--- config.mk ---
export PLATFORM = sky130hd
export DESIGN_NAME = pdm_engine
export DESIGN_NICKNAME = d
export VERILOG_FILES = /design/src/rtl/pdm_pkg.sv /design/src/rtl/pdm_skid.sv /design/src/rtl/pdm_engine.sv
export SDC_FILE = /design/constraint.sdc
export NUM_CORES = 2
export LEC_CHECK = 0
export BUFFER_PORTS_ARGS = -buffer_cell sky130_fd_sc_hd__buf_2
export CAP_MARGIN = 30
export CORE_MARGIN = 2
export CORE_UTILIZATION = 56
export DETAILED_ROUTE_END_ITERATION = 7
export PLACE_DENSITY_LB_ADDON = 0.25
export SYNTH_ARGS = -nofsm -noshare
export SYNTH_HDL_FRONTEND = slang
export SYNTH_SLANG_ARGS = --single-unit
--- constraint.sdc ---
create_clock -name clk -period 5.4 [get_ports clk]
set_input_delay 1.08 -clock clk [delete_from_list [all_inputs] [get_ports clk]]
set_output_delay 1.08 -clock clk [all_outputs]
set_load 0.05 [all_outputs]
--- src/rtl/pdm_pkg.sv ---
/*
  Package for the peripheral DMA engine: channel numbering in priority
  order, bus and peripheral carriers, transfer cycle costs.
  Assumes a 32-bit system bus shared with the core through an arbiter.
*/
package pdm_pkg;

  localparam int NUM_CH = 11;
  localparam int AW = 32;
  localparam int DW = 32;
  localparam int CW = 16;

  // channel index equals priority rank, 0 highest
  localparam int CH_RX_DBG = 0;
  localparam int CH_RX_SP0 = 1;
  localparam int CH_RX_SP1 = 2;
  localparam int CH_RX_SYN = 3;
  localparam int CH_RX_ADC = 4;
  localparam int CH_RX_SPI = 5;
  localparam int CH_TX_DBG = 6;
  localparam int CH_TX_SP0 = 7;
  localparam int CH_TX_SP1 = 8;
  localparam int CH_TX_SYN = 9;
  localparam int CH_TX_SPI = 10;
  localparam int NUM_RX = 6;

  // bus cycles held per single transfer
  localparam logic [1:0] TX_BUS_CYC = 2'h1;
  localparam logic [1:0] RX_BUS_CYC = 2'h2;

  localparam logic [AW-1:0] ADDR_RST = 32'h00000000;
  localparam logic [CW-1:0] CNT_RST = 16'h0000;
  // word step in bytes, and the count of a buffer's last word
  localparam logic [AW-1:0] ADDR_STEP = 32'h00000004;
  localparam logic [CW-1:0] CNT_LAST = 16'h0001;

  typedef logic [NUM_CH-1:0] pdm_chvec_t;

  // software load of a channel's current or next buffer
  typedef struct packed {
    logic load_cur;
    logic load_nxt;
    logic [3:0] ch;
    logic [AW-1:0] addr;
    logic [CW-1:0] cnt;
  } pdm_load_s;

  // single word on the memory bus
  typedef struct packed {
    logic wr;
    logic [AW-1:0] addr;
    logic [DW-1:0] wdata;
  } pdm_bus_s;

  // word moving between engine and a peripheral
  typedef struct packed {
    logic [3:0] ch;
    logic [DW-1:0] data;
  } pdm_word_s;

endpackage

--- src/rtl/pdm_skid.sv ---
/*
  Two-entry buffer with valid/ready on both sides, used on the path
  from the engine to the transmit peripherals.
  Assumes both sides run on clk.
*/
`timescale 1ns/1ps
module pdm_skid (
  input wire logic clk,
  input wire logic rst,
  input wire logic in_valid,
  output logic in_ready,
  input wire pdm_pkg::pdm_word_s in_word,
  output logic out_valid,
  input wire logic out_ready,
  output pdm_pkg::pdm_word_s out_word
);

  pdm_pkg::pdm_word_s mem_r [2];
  logic wp_r;
  logic rp_r;
  logic [1:0] cnt_r;
  logic push;
  logic pop;

  assign in_ready = (cnt_r != 2'h2);
  assign out_valid = (cnt_r != 2'h0);
  assign out_word = mem_r[rp_r];
  assign push = in_valid && in_ready;
  assign pop = out_valid && out_ready;

  always_ff @(posedge clk) begin
    if (push) begin
      mem_r[wp_r] <= in_word;
    end
  end

  always_ff @(posedge clk) begin
    if (rst) begin
      wp_r <= 1'b0;
      rp_r <= 1'b0;
      cnt_r <= 2'h0;
    end else begin
      if (push) begin
        wp_r <= ~wp_r;
      end
      if (pop) begin
        rp_r <= ~rp_r;
      end
      cnt_r <= cnt_r + {1'b0, push} - {1'b0, pop};
    end
  end

endmodule

--- src/rtl/pdm_engine.sv ---
/*
  Eleven-channel peripheral DMA engine with current and next buffer
  per channel, fixed priority and a request/grant link to the bus arbiter.
  Assumes a memory read answered in its strobe cycle and peripheral strobes on clk.
*/
`timescale 1ns/1ps
module pdm_engine (
  input wire logic clk,
  input wire logic rst,
  input wire pdm_pkg::pdm_load_s load,
  input wire pdm_pkg::pdm_chvec_t per_req,
  input wire logic [pdm_pkg::NUM_RX*pdm_pkg::DW-1:0] rx_data,
  output pdm_pkg::pdm_chvec_t per_ack_r,
  output logic bus_req_r,
  input wire logic bus_gnt,
  output pdm_pkg::pdm_bus_s bus_r,
  output logic bus_strb_r,
  input wire logic [pdm_pkg::DW-1:0] bus_rdata,
  output logic tx_valid_r,
  input wire logic tx_ready,
  output pdm_pkg::pdm_word_s tx_word_r,
  output pdm_pkg::pdm_chvec_t end_flag_r
);

  typedef enum {ST_IDLE, ST_REQ, ST_RD, ST_WR1, ST_WR2} pdm_state_e;

  pdm_state_e st_r;
  logic [pdm_pkg::AW-1:0] cur_addr_r [pdm_pkg::NUM_CH];
  logic [pdm_pkg::CW-1:0] cur_cnt_r [pdm_pkg::NUM_CH];
  logic [pdm_pkg::AW-1:0] nxt_addr_r [pdm_pkg::NUM_CH];
  logic [pdm_pkg::CW-1:0] nxt_cnt_r [pdm_pkg::NUM_CH];
  pdm_pkg::pdm_chvec_t eligible;
  logic [3:0] sel;
  logic any_sel;
  logic [3:0] ch_r;
  logic done_pulse;
  logic buf_ready;
  logic buf_valid;
  pdm_pkg::pdm_word_s buf_word;
  pdm_pkg::pdm_word_s tx_in;
  logic pick_rx;
  logic [pdm_pkg::DW-1:0] rx_word;
  logic tx_push;
  logic tx_pop;

  ////////////////////////////////////////////////////////////////////////
  // channel eligibility; transmit channels wait for buffer room

  // a tx pick needs room now: only one transfer is ever in flight,
  // so nothing can take that room before its read data arrives
  // low indices receive
  for (genvar i = 0; i < pdm_pkg::NUM_CH; i++) begin : g_elig
    if (i < pdm_pkg::NUM_RX) begin : g_rx
      assign eligible[i] = per_req[i] && (cur_cnt_r[i] != pdm_pkg::CNT_RST);
    end else begin : g_tx
      assign eligible[i] = per_req[i] && buf_ready &&
                           (cur_cnt_r[i] != pdm_pkg::CNT_RST);
    end
  end

  always_comb begin
    sel = 4'h0;
    any_sel = 1'b0;
    for (int i = pdm_pkg::NUM_CH - 1; i >= 0; i--) begin
      if (eligible[i]) begin
        sel = 4'(i);
        any_sel = 1'b1;
      end
    end
  end

  ////////////////////////////////////////////////////////////////////////
  // transfer sequencer

  always_ff @(posedge clk) begin
    if (rst) begin
      st_r <= ST_IDLE;
      ch_r <= 4'h0;
      bus_req_r <= 1'b0;
      bus_strb_r <= 1'b0;
      bus_r <= '0;
      per_ack_r <= '0;
    end else begin
      bus_strb_r <= 1'b0;
      per_ack_r <= '0;
      case (st_r)
        ST_IDLE: begin
          if (any_sel) begin
            ch_r <= sel;
            bus_req_r <= 1'b1;
            st_r <= ST_REQ;
          end
        end
        ST_REQ: begin
          if (bus_gnt) begin
            if (pick_rx) begin
              bus_r.wr <= 1'b1;
              bus_r.addr <= cur_addr_r[ch_r];
              bus_r.wdata <= rx_word;
              bus_strb_r <= 1'b1;
              st_r <= ST_WR1;
            end else begin
              bus_r.wr <= 1'b0;
              bus_r.addr <= cur_addr_r[ch_r];
              bus_r.wdata <= '0;
              bus_strb_r <= 1'b1;
              bus_req_r <= 1'b0;
              st_r <= ST_RD;
            end
          end
        end
        ST_RD: begin
          per_ack_r[ch_r] <= 1'b1;
          st_r <= ST_IDLE;
        end
        ST_WR1: begin
          bus_strb_r <= 1'b1;
          bus_req_r <= 1'b0;
          st_r <= ST_WR2;
        end
        ST_WR2: begin
          bus_r.wr <= 1'b0;
          per_ack_r[ch_r] <= 1'b1;
          st_r <= ST_IDLE;
        end
        default: begin
          st_r <= ST_IDLE;
        end
      endcase
    end
  end

  assign done_pulse = (st_r == ST_RD) || (st_r == ST_WR2);

  ////////////////////////////////////////////////////////////////////////
  // decoded view of the picked channel

  assign pick_rx = (ch_r < 4'(pdm_pkg::NUM_RX));
  assign rx_word = rx_data[ch_r*pdm_pkg::DW +: pdm_pkg::DW];

  ////////////////////////////////////////////////////////////////////////
  // pointers and counts

  for (genvar i = 0; i < pdm_pkg::NUM_CH; i++) begin : g_ch
    always_ff @(posedge clk) begin
      if (rst) begin
        cur_addr_r[i] <= pdm_pkg::ADDR_RST;
        cur_cnt_r[i] <= pdm_pkg::CNT_RST;
        nxt_addr_r[i] <= pdm_pkg::ADDR_RST;
        nxt_cnt_r[i] <= pdm_pkg::CNT_RST;
        end_flag_r[i] <= 1'b0;
      end else begin
        if (done_pulse && ch_r == 4'(i)) begin
          if (cur_cnt_r[i] == pdm_pkg::CNT_LAST) begin
            cur_addr_r[i] <= nxt_addr_r[i];
            cur_cnt_r[i] <= nxt_cnt_r[i];
            nxt_cnt_r[i] <= pdm_pkg::CNT_RST;
            end_flag_r[i] <= (nxt_cnt_r[i] == pdm_pkg::CNT_RST);
          end else begin
            cur_addr_r[i] <= cur_addr_r[i] + pdm_pkg::ADDR_STEP;
            cur_cnt_r[i] <= cur_cnt_r[i] - 16'h0001;
          end
        end
        // loads ignored while this channel is mid-transfer,
        // so a load never meets a completion on the same channel
        if (!(st_r != ST_IDLE && ch_r == 4'(i)) && load.ch == 4'(i)) begin
          if (load.load_cur) begin
            cur_addr_r[i] <= load.addr;
            cur_cnt_r[i] <= load.cnt;
            if (load.cnt != pdm_pkg::CNT_RST) begin
              end_flag_r[i] <= 1'b0;
            end
          end
          if (load.load_nxt) begin
            nxt_addr_r[i] <= load.addr;
            nxt_cnt_r[i] <= load.cnt;
          end
        end
      end
    end
  end

  ////////////////////////////////////////////////////////////////////////
  // transmit data path through buffer

  // read data is taken at the end of the single strobe cycle
  assign tx_push = (st_r == ST_RD);
  assign tx_pop = !tx_valid_r || tx_ready;
  assign tx_in.ch = ch_r;
  assign tx_in.data = bus_rdata;

  pdm_skid pdm_skid_i (
    .clk(clk),
    .rst(rst),
    .in_valid(tx_push),
    .in_ready(buf_ready),
    .in_word(tx_in),
    .out_valid(buf_valid),
    .out_ready(tx_pop),
    .out_word(buf_word)
  );

  // output register: a word stands until the sink takes it
  always_ff @(posedge clk) begin
    if (rst) begin
      tx_valid_r <= 1'b0;
      tx_word_r <= '0;
    end else if (tx_pop) begin
      tx_valid_r <= buf_valid;
      tx_word_r <= buf_word;
    end
  end

endmodule

==> results by stage <==
Timing:
- The final period utilization is 73.53%.
- The count of final setup violators is 0.
- The total negative slack is 0 ns.
- The number of pins exceeding their max-slew limit in the final report is 0.
- Once routing completed, OpenROAD measured the worst setup slack at 1.429 ns.
- The maximum achievable frequency is 251.9 MHz.
- The worst clock skew is 0.02758 ns.
- The transition time of the tightest slew-check pin is 1.116 ns.
- Headroom to the max-slew limit came out at 25.41%.
- Setup repair after global routing left no endpoint under its margin.
- The shortest clock period the worst path allows after layout is 3.971 ns.
- The count of final hold-check violations is 0.

Detailed routing:
- Summing over every cut layer, the via total after detailed routing is 52790.
- The remaining number of nets flagged by the antenna check after routing is 0.
- After detailed routing, the number of remaining DRC violations is 0.
- In the final routed layout, each cell accounts on average for 28.60 microns.
- The number of design-rule violations left by the first detailed-router iteration is 8195.
- The routed design has 227100 microns of wire.
- The number of iterations in the first detailed-routing pass is 6.
- The post-detailed-route via-to-cell ratio is 6.648.

Global routing:
- The first-pass GRT wire length is 324900 microns.
- The total global routing track utilization is 36.49%.
- The via count of the first global-routing pass is 48760.
- The largest net degree at the start of global routing is 95.
- The initial antenna violation count was 28.
- For this run the aggregate overflow at the end of global routing stands at 0.

Clock network:
- The number of clock sinks is 1269.
- In this run, CTS created clock tree buffers numbering 139.
- In this run, post-CTS hold repair placed 0 buffers.
- The clock tree from TritonCTS is yes.
- In this run the clock root is driven by a clkbuf_16.
- The number of cells upsized or downsized after cts is 0.
- The H-tree was split into 4 levels.
- No sink is reached through more buffers than the 3 on the longest clock path.
- The buffers inserted during post-CTS setup optimization is 0.
- After clock tree synthesis, the clock-pin slew on the worst setup and hold paths is 0.06 ns.
- Clock latency on the worst-skew pair, taken at its later pin, is 0.78 ns.

Pwr:
- The internal power of the cells is 17.55 mW.
- Sequential cells burn 48.7% of the power.
- The worst-case IR drop observed on VDD is 0.3276 mV.
- The clock network is responsible for 40.3% of the overall power.
- The net switching power is 6.382 mW.
- In this run the static leakage power is 26.29 nW.
- Combinational logic burns 10.9% of the power.
- Power spread over the standard cell area amounts to 320.1 mW/mm^2.
- In this run switching power makes up 26.67% of total power.

Critical path:
- The arrival time reported for the critical path endpoint is 4.45 ns.
- The type of origin of the critical path is a flop.
- STA classifies the critical path endpoint as a flop.
- In this run the register-to-register setup slack is 1.43 ns.
- The delay contributed by the slowest stage of the critical path is 0.73 ns.
- The critical path goes through or4_1 > nor4_2 > nand3_1 > nand2_1 > nand3_2 > buf_4.
- The source of the worst register-to-register timing path is cur_cnt_r[3][9]$_DFFE_PP_.
- The worst setup path is of the reg2reg kind.
- For the worst flop-to-flop path, the logic depth is 6.
- Along the worst path, the maximum fanout reaches 25.
- At the worst endpoint, the required time is 5.88 ns.
- The largest individual stage delay along the critical path comes from the cell nand3_2.
- The end of the worst register-to-register path is cur_addr_r[3][14]$_DFFE_PP_.

Run status:
- The run finished with clean final reports.

Die:
- The initial utilization of the core area, before any placement, comes to 56.45%.
- The top-level port count is 419.
- The floorplan die area is 0.1216 sq mm.
- The die is 348.8 microns wide.
- The row count is 126.
- The die outline height is 348.8 microns.
- The core area is 0.1179 sq mm.

Layout:
- In the layout the commonest cells are 1128 x edfxtp_1, 586 x nand2_1, 537 x and2_1, 457 x nor2_1, 437 x o21ai_0.
- Registers take 0.03671 sq mm.
- The post-route netlist has 15.28% of its cells at a drive strength greater than 1.
- The area taken by multi-input logic gates is 0.02805 sq mm.
- The commonest non-fill, non-tap cell in the layout is edfxtp_1.
- For this run, the post-layout net count is 6596.
- The non-filler instance count after layout is 7940.
- The count of filler cells inserted in the layout is 9042.
- From synthesis to final layout, the design area changed by 12.33%.

Placed design:
- The placed instance count is 7659.
- The half-perimeter wire length after placement is 150400 microns.
- Port buffering added 418 buffers.
- The routability congestion estimate is 1.012.
- OpenSTA, run right after detailed placement, puts the worst setup slack at 1.222 ns.

Flow run:
- The max-cap check violation count is 0.

Hold path:
- The origin of the worst min-delay path is bus_r[61]$_SDFFE_PP0P_.
- The hold path depth is 2.
- The worst hold endpoint is bus_r[61]$_SDFFE_PP0P_.
- The type of the worst min-delay path is reg2reg.

Synthesis:
- The total nets after synthesis is 6371.
- In the synthesized netlist the async set-or-reset flop fraction comes to 0%.
- The post-synthesis cell count is 6043.
- The most used flip-flop cell after synthesis is edfxtp_1.
- The sequential element share of the synthesized area is 55.13%.
- Averaged over all synthesized cells, the footprint is 11.01 sq um.
- Counting distinct cell types in the post-synthesis netlist gives 82.
- The number of enable-type register cells in the synthesized netlist is 1128.
- The register bit count reported by yosys is 1269.
- The number of synthesis warnings is 0.
- The mapped cell area is 0.06656 sq mm.
## sequential cells by signal, summed over array words and instances (netlist names), 11 cells and up, named ones only
signal,flops
nxt_addr_r,352
end_flag_r,11
per_ack_r,11
cur_addr_r,352
tx_word_r,36
bus_r,65
pdm_skid_i.mem_r,72
cur_cnt_r,176
nxt_cnt_r,176
## stage by stage
stage / utilization (%) / power, mW / hold WS [ns] / area (sq um)
6_report: 63.40 / 23.93 / 0.4530 / 74770
4_1_cts: 63.32 / 23.85 / 0.4528 / 74670
5_1_grt: 63.38 / 24.43 / 0.4682 / 74740
3_3_place_gp: 59.29 / 14.30 / 0.4408 / 69920
2_1_floorplan: - / 13.26 / 0.4237 / 66560
3_5_place_dp: 59.45 / 14.36 / 0.4446 / 70100
## cell families (layout without fill, tap and decap cells)
group | after synthesis | count (layout) | share of synthesized area [%]
flops | 1269 | 1269 | 55.13
compound gates | 1202 | 1202 | 12.30
xor+xnor | 442 | 442 | 5.816
other cells | 0 | 23 | 0
simple gates | 2338 | 2338 | 17.86
mux | 217 | 217 | 5.128
buf+inv | 540 | 878 | 3.102
fa+ha+maj | 35 | 35 | 0.6579
## layout make-up
class                   instances  area share (%)
multi-input cells            4234           37.52
inverters                      83          0.4167
repair buffers                541           4.205
clock inverters                86           1.202
clock buffers                 168           4.908
well taps                    1536           2.570
flip-flops and latches       1269           49.10
diodes                         23         0.07698
## worst max-delay path by stage
stage                                    from                          end  slack [ns]  depth (start not counted)
finish              cur_cnt_r[3][9]$_DFFE_PP_  cur_addr_r[3][14]$_DFFE_PP_        1.43                          6
CTS                 cur_cnt_r[3][9]$_DFFE_PP_  cur_addr_r[3][14]$_DFFE_PP_        1.50                          6
global placement                          rst  cur_addr_r[3][17]$_DFFE_PP_        1.32                          6
global route        cur_cnt_r[3][8]$_DFFE_PP_  cur_addr_r[3][14]$_DFFE_PP_        1.28                          6
floorplan                ch_r[3]$_SDFFE_PP0N_  cur_addr_r[1][10]$_DFFE_PP_        0.27                          6
detailed placement                        rst  cur_addr_r[3][17]$_DFFE_PP_        1.22                          6
## synth_stat cells, drive strengths merged, types with 6 or more instances
library cell	count	area, sq um
a2111oi	7	75.07
a211oi	73	548.0
a21o	19	142.6
a21oi	155	775.7
a221o	107	1071
a221oi	8	70.07
a222oi	32	320.3
a22o	134	1174
a22oi	65	488.0
a31oi	6	37.54
a32oi	28	245.2
and2	538	3366
and3	55	345.3
and4	29	254.0
buf	70	300.3
clkbuf	387	1453
dfxtp	141	2823
edfxtp	1128	33870
ha	35	437.9
inv	82	307.8
mux2	32	360.4
mux2i	89	890.9
mux4	96	2162
nand2	592	2222
nand2b	26	162.7
nand3	147	735.7
nand3b	8	60.06
nand4	85	531.8
nand4b	11	96.34
nor2	484	1817
nor2b	8	50.05
nor3	119	600.6
nor3b	17	127.6
nor4	128	813.3
nor4b	10	108.9
o211ai	83	623.1
o21ai	439	2197
o31ai	9	81.33
o41ai	8	70.07
or2	18	112.6
or3	26	167.7
or4	24	187.7
xnor2	269	2356
xor2	173	1515
## power groups by stage
stage,clock [mW],combinational [mW],sequential [mW]
after floorplan,0,1.28,12.0
after detailed placement,0,2.52,11.8
after global routing,10.0,2.71,11.7
after global placement,0,2.48,11.8
final,9.65,2.61,11.7
after CTS,9.68,2.53,11.6
## routing by layer
metal,vias up,GRT usage [%],wire length (microns)
met5,-,0,61
met4,10,24.94,17560
met3,678,8.766,29540
met2,3647,53.49,97220
met1,25530,48.14,82700
li1,22920,-,-
## critical path, delay by kind of cell (launching register included)
kind,cells,cell delay [ns]
DFF,1,0.45
and+or+nand+nor,5,2.74
buffers and inverters,1,0.48
No activity file was read; power rests on OpenSTA's default activity.
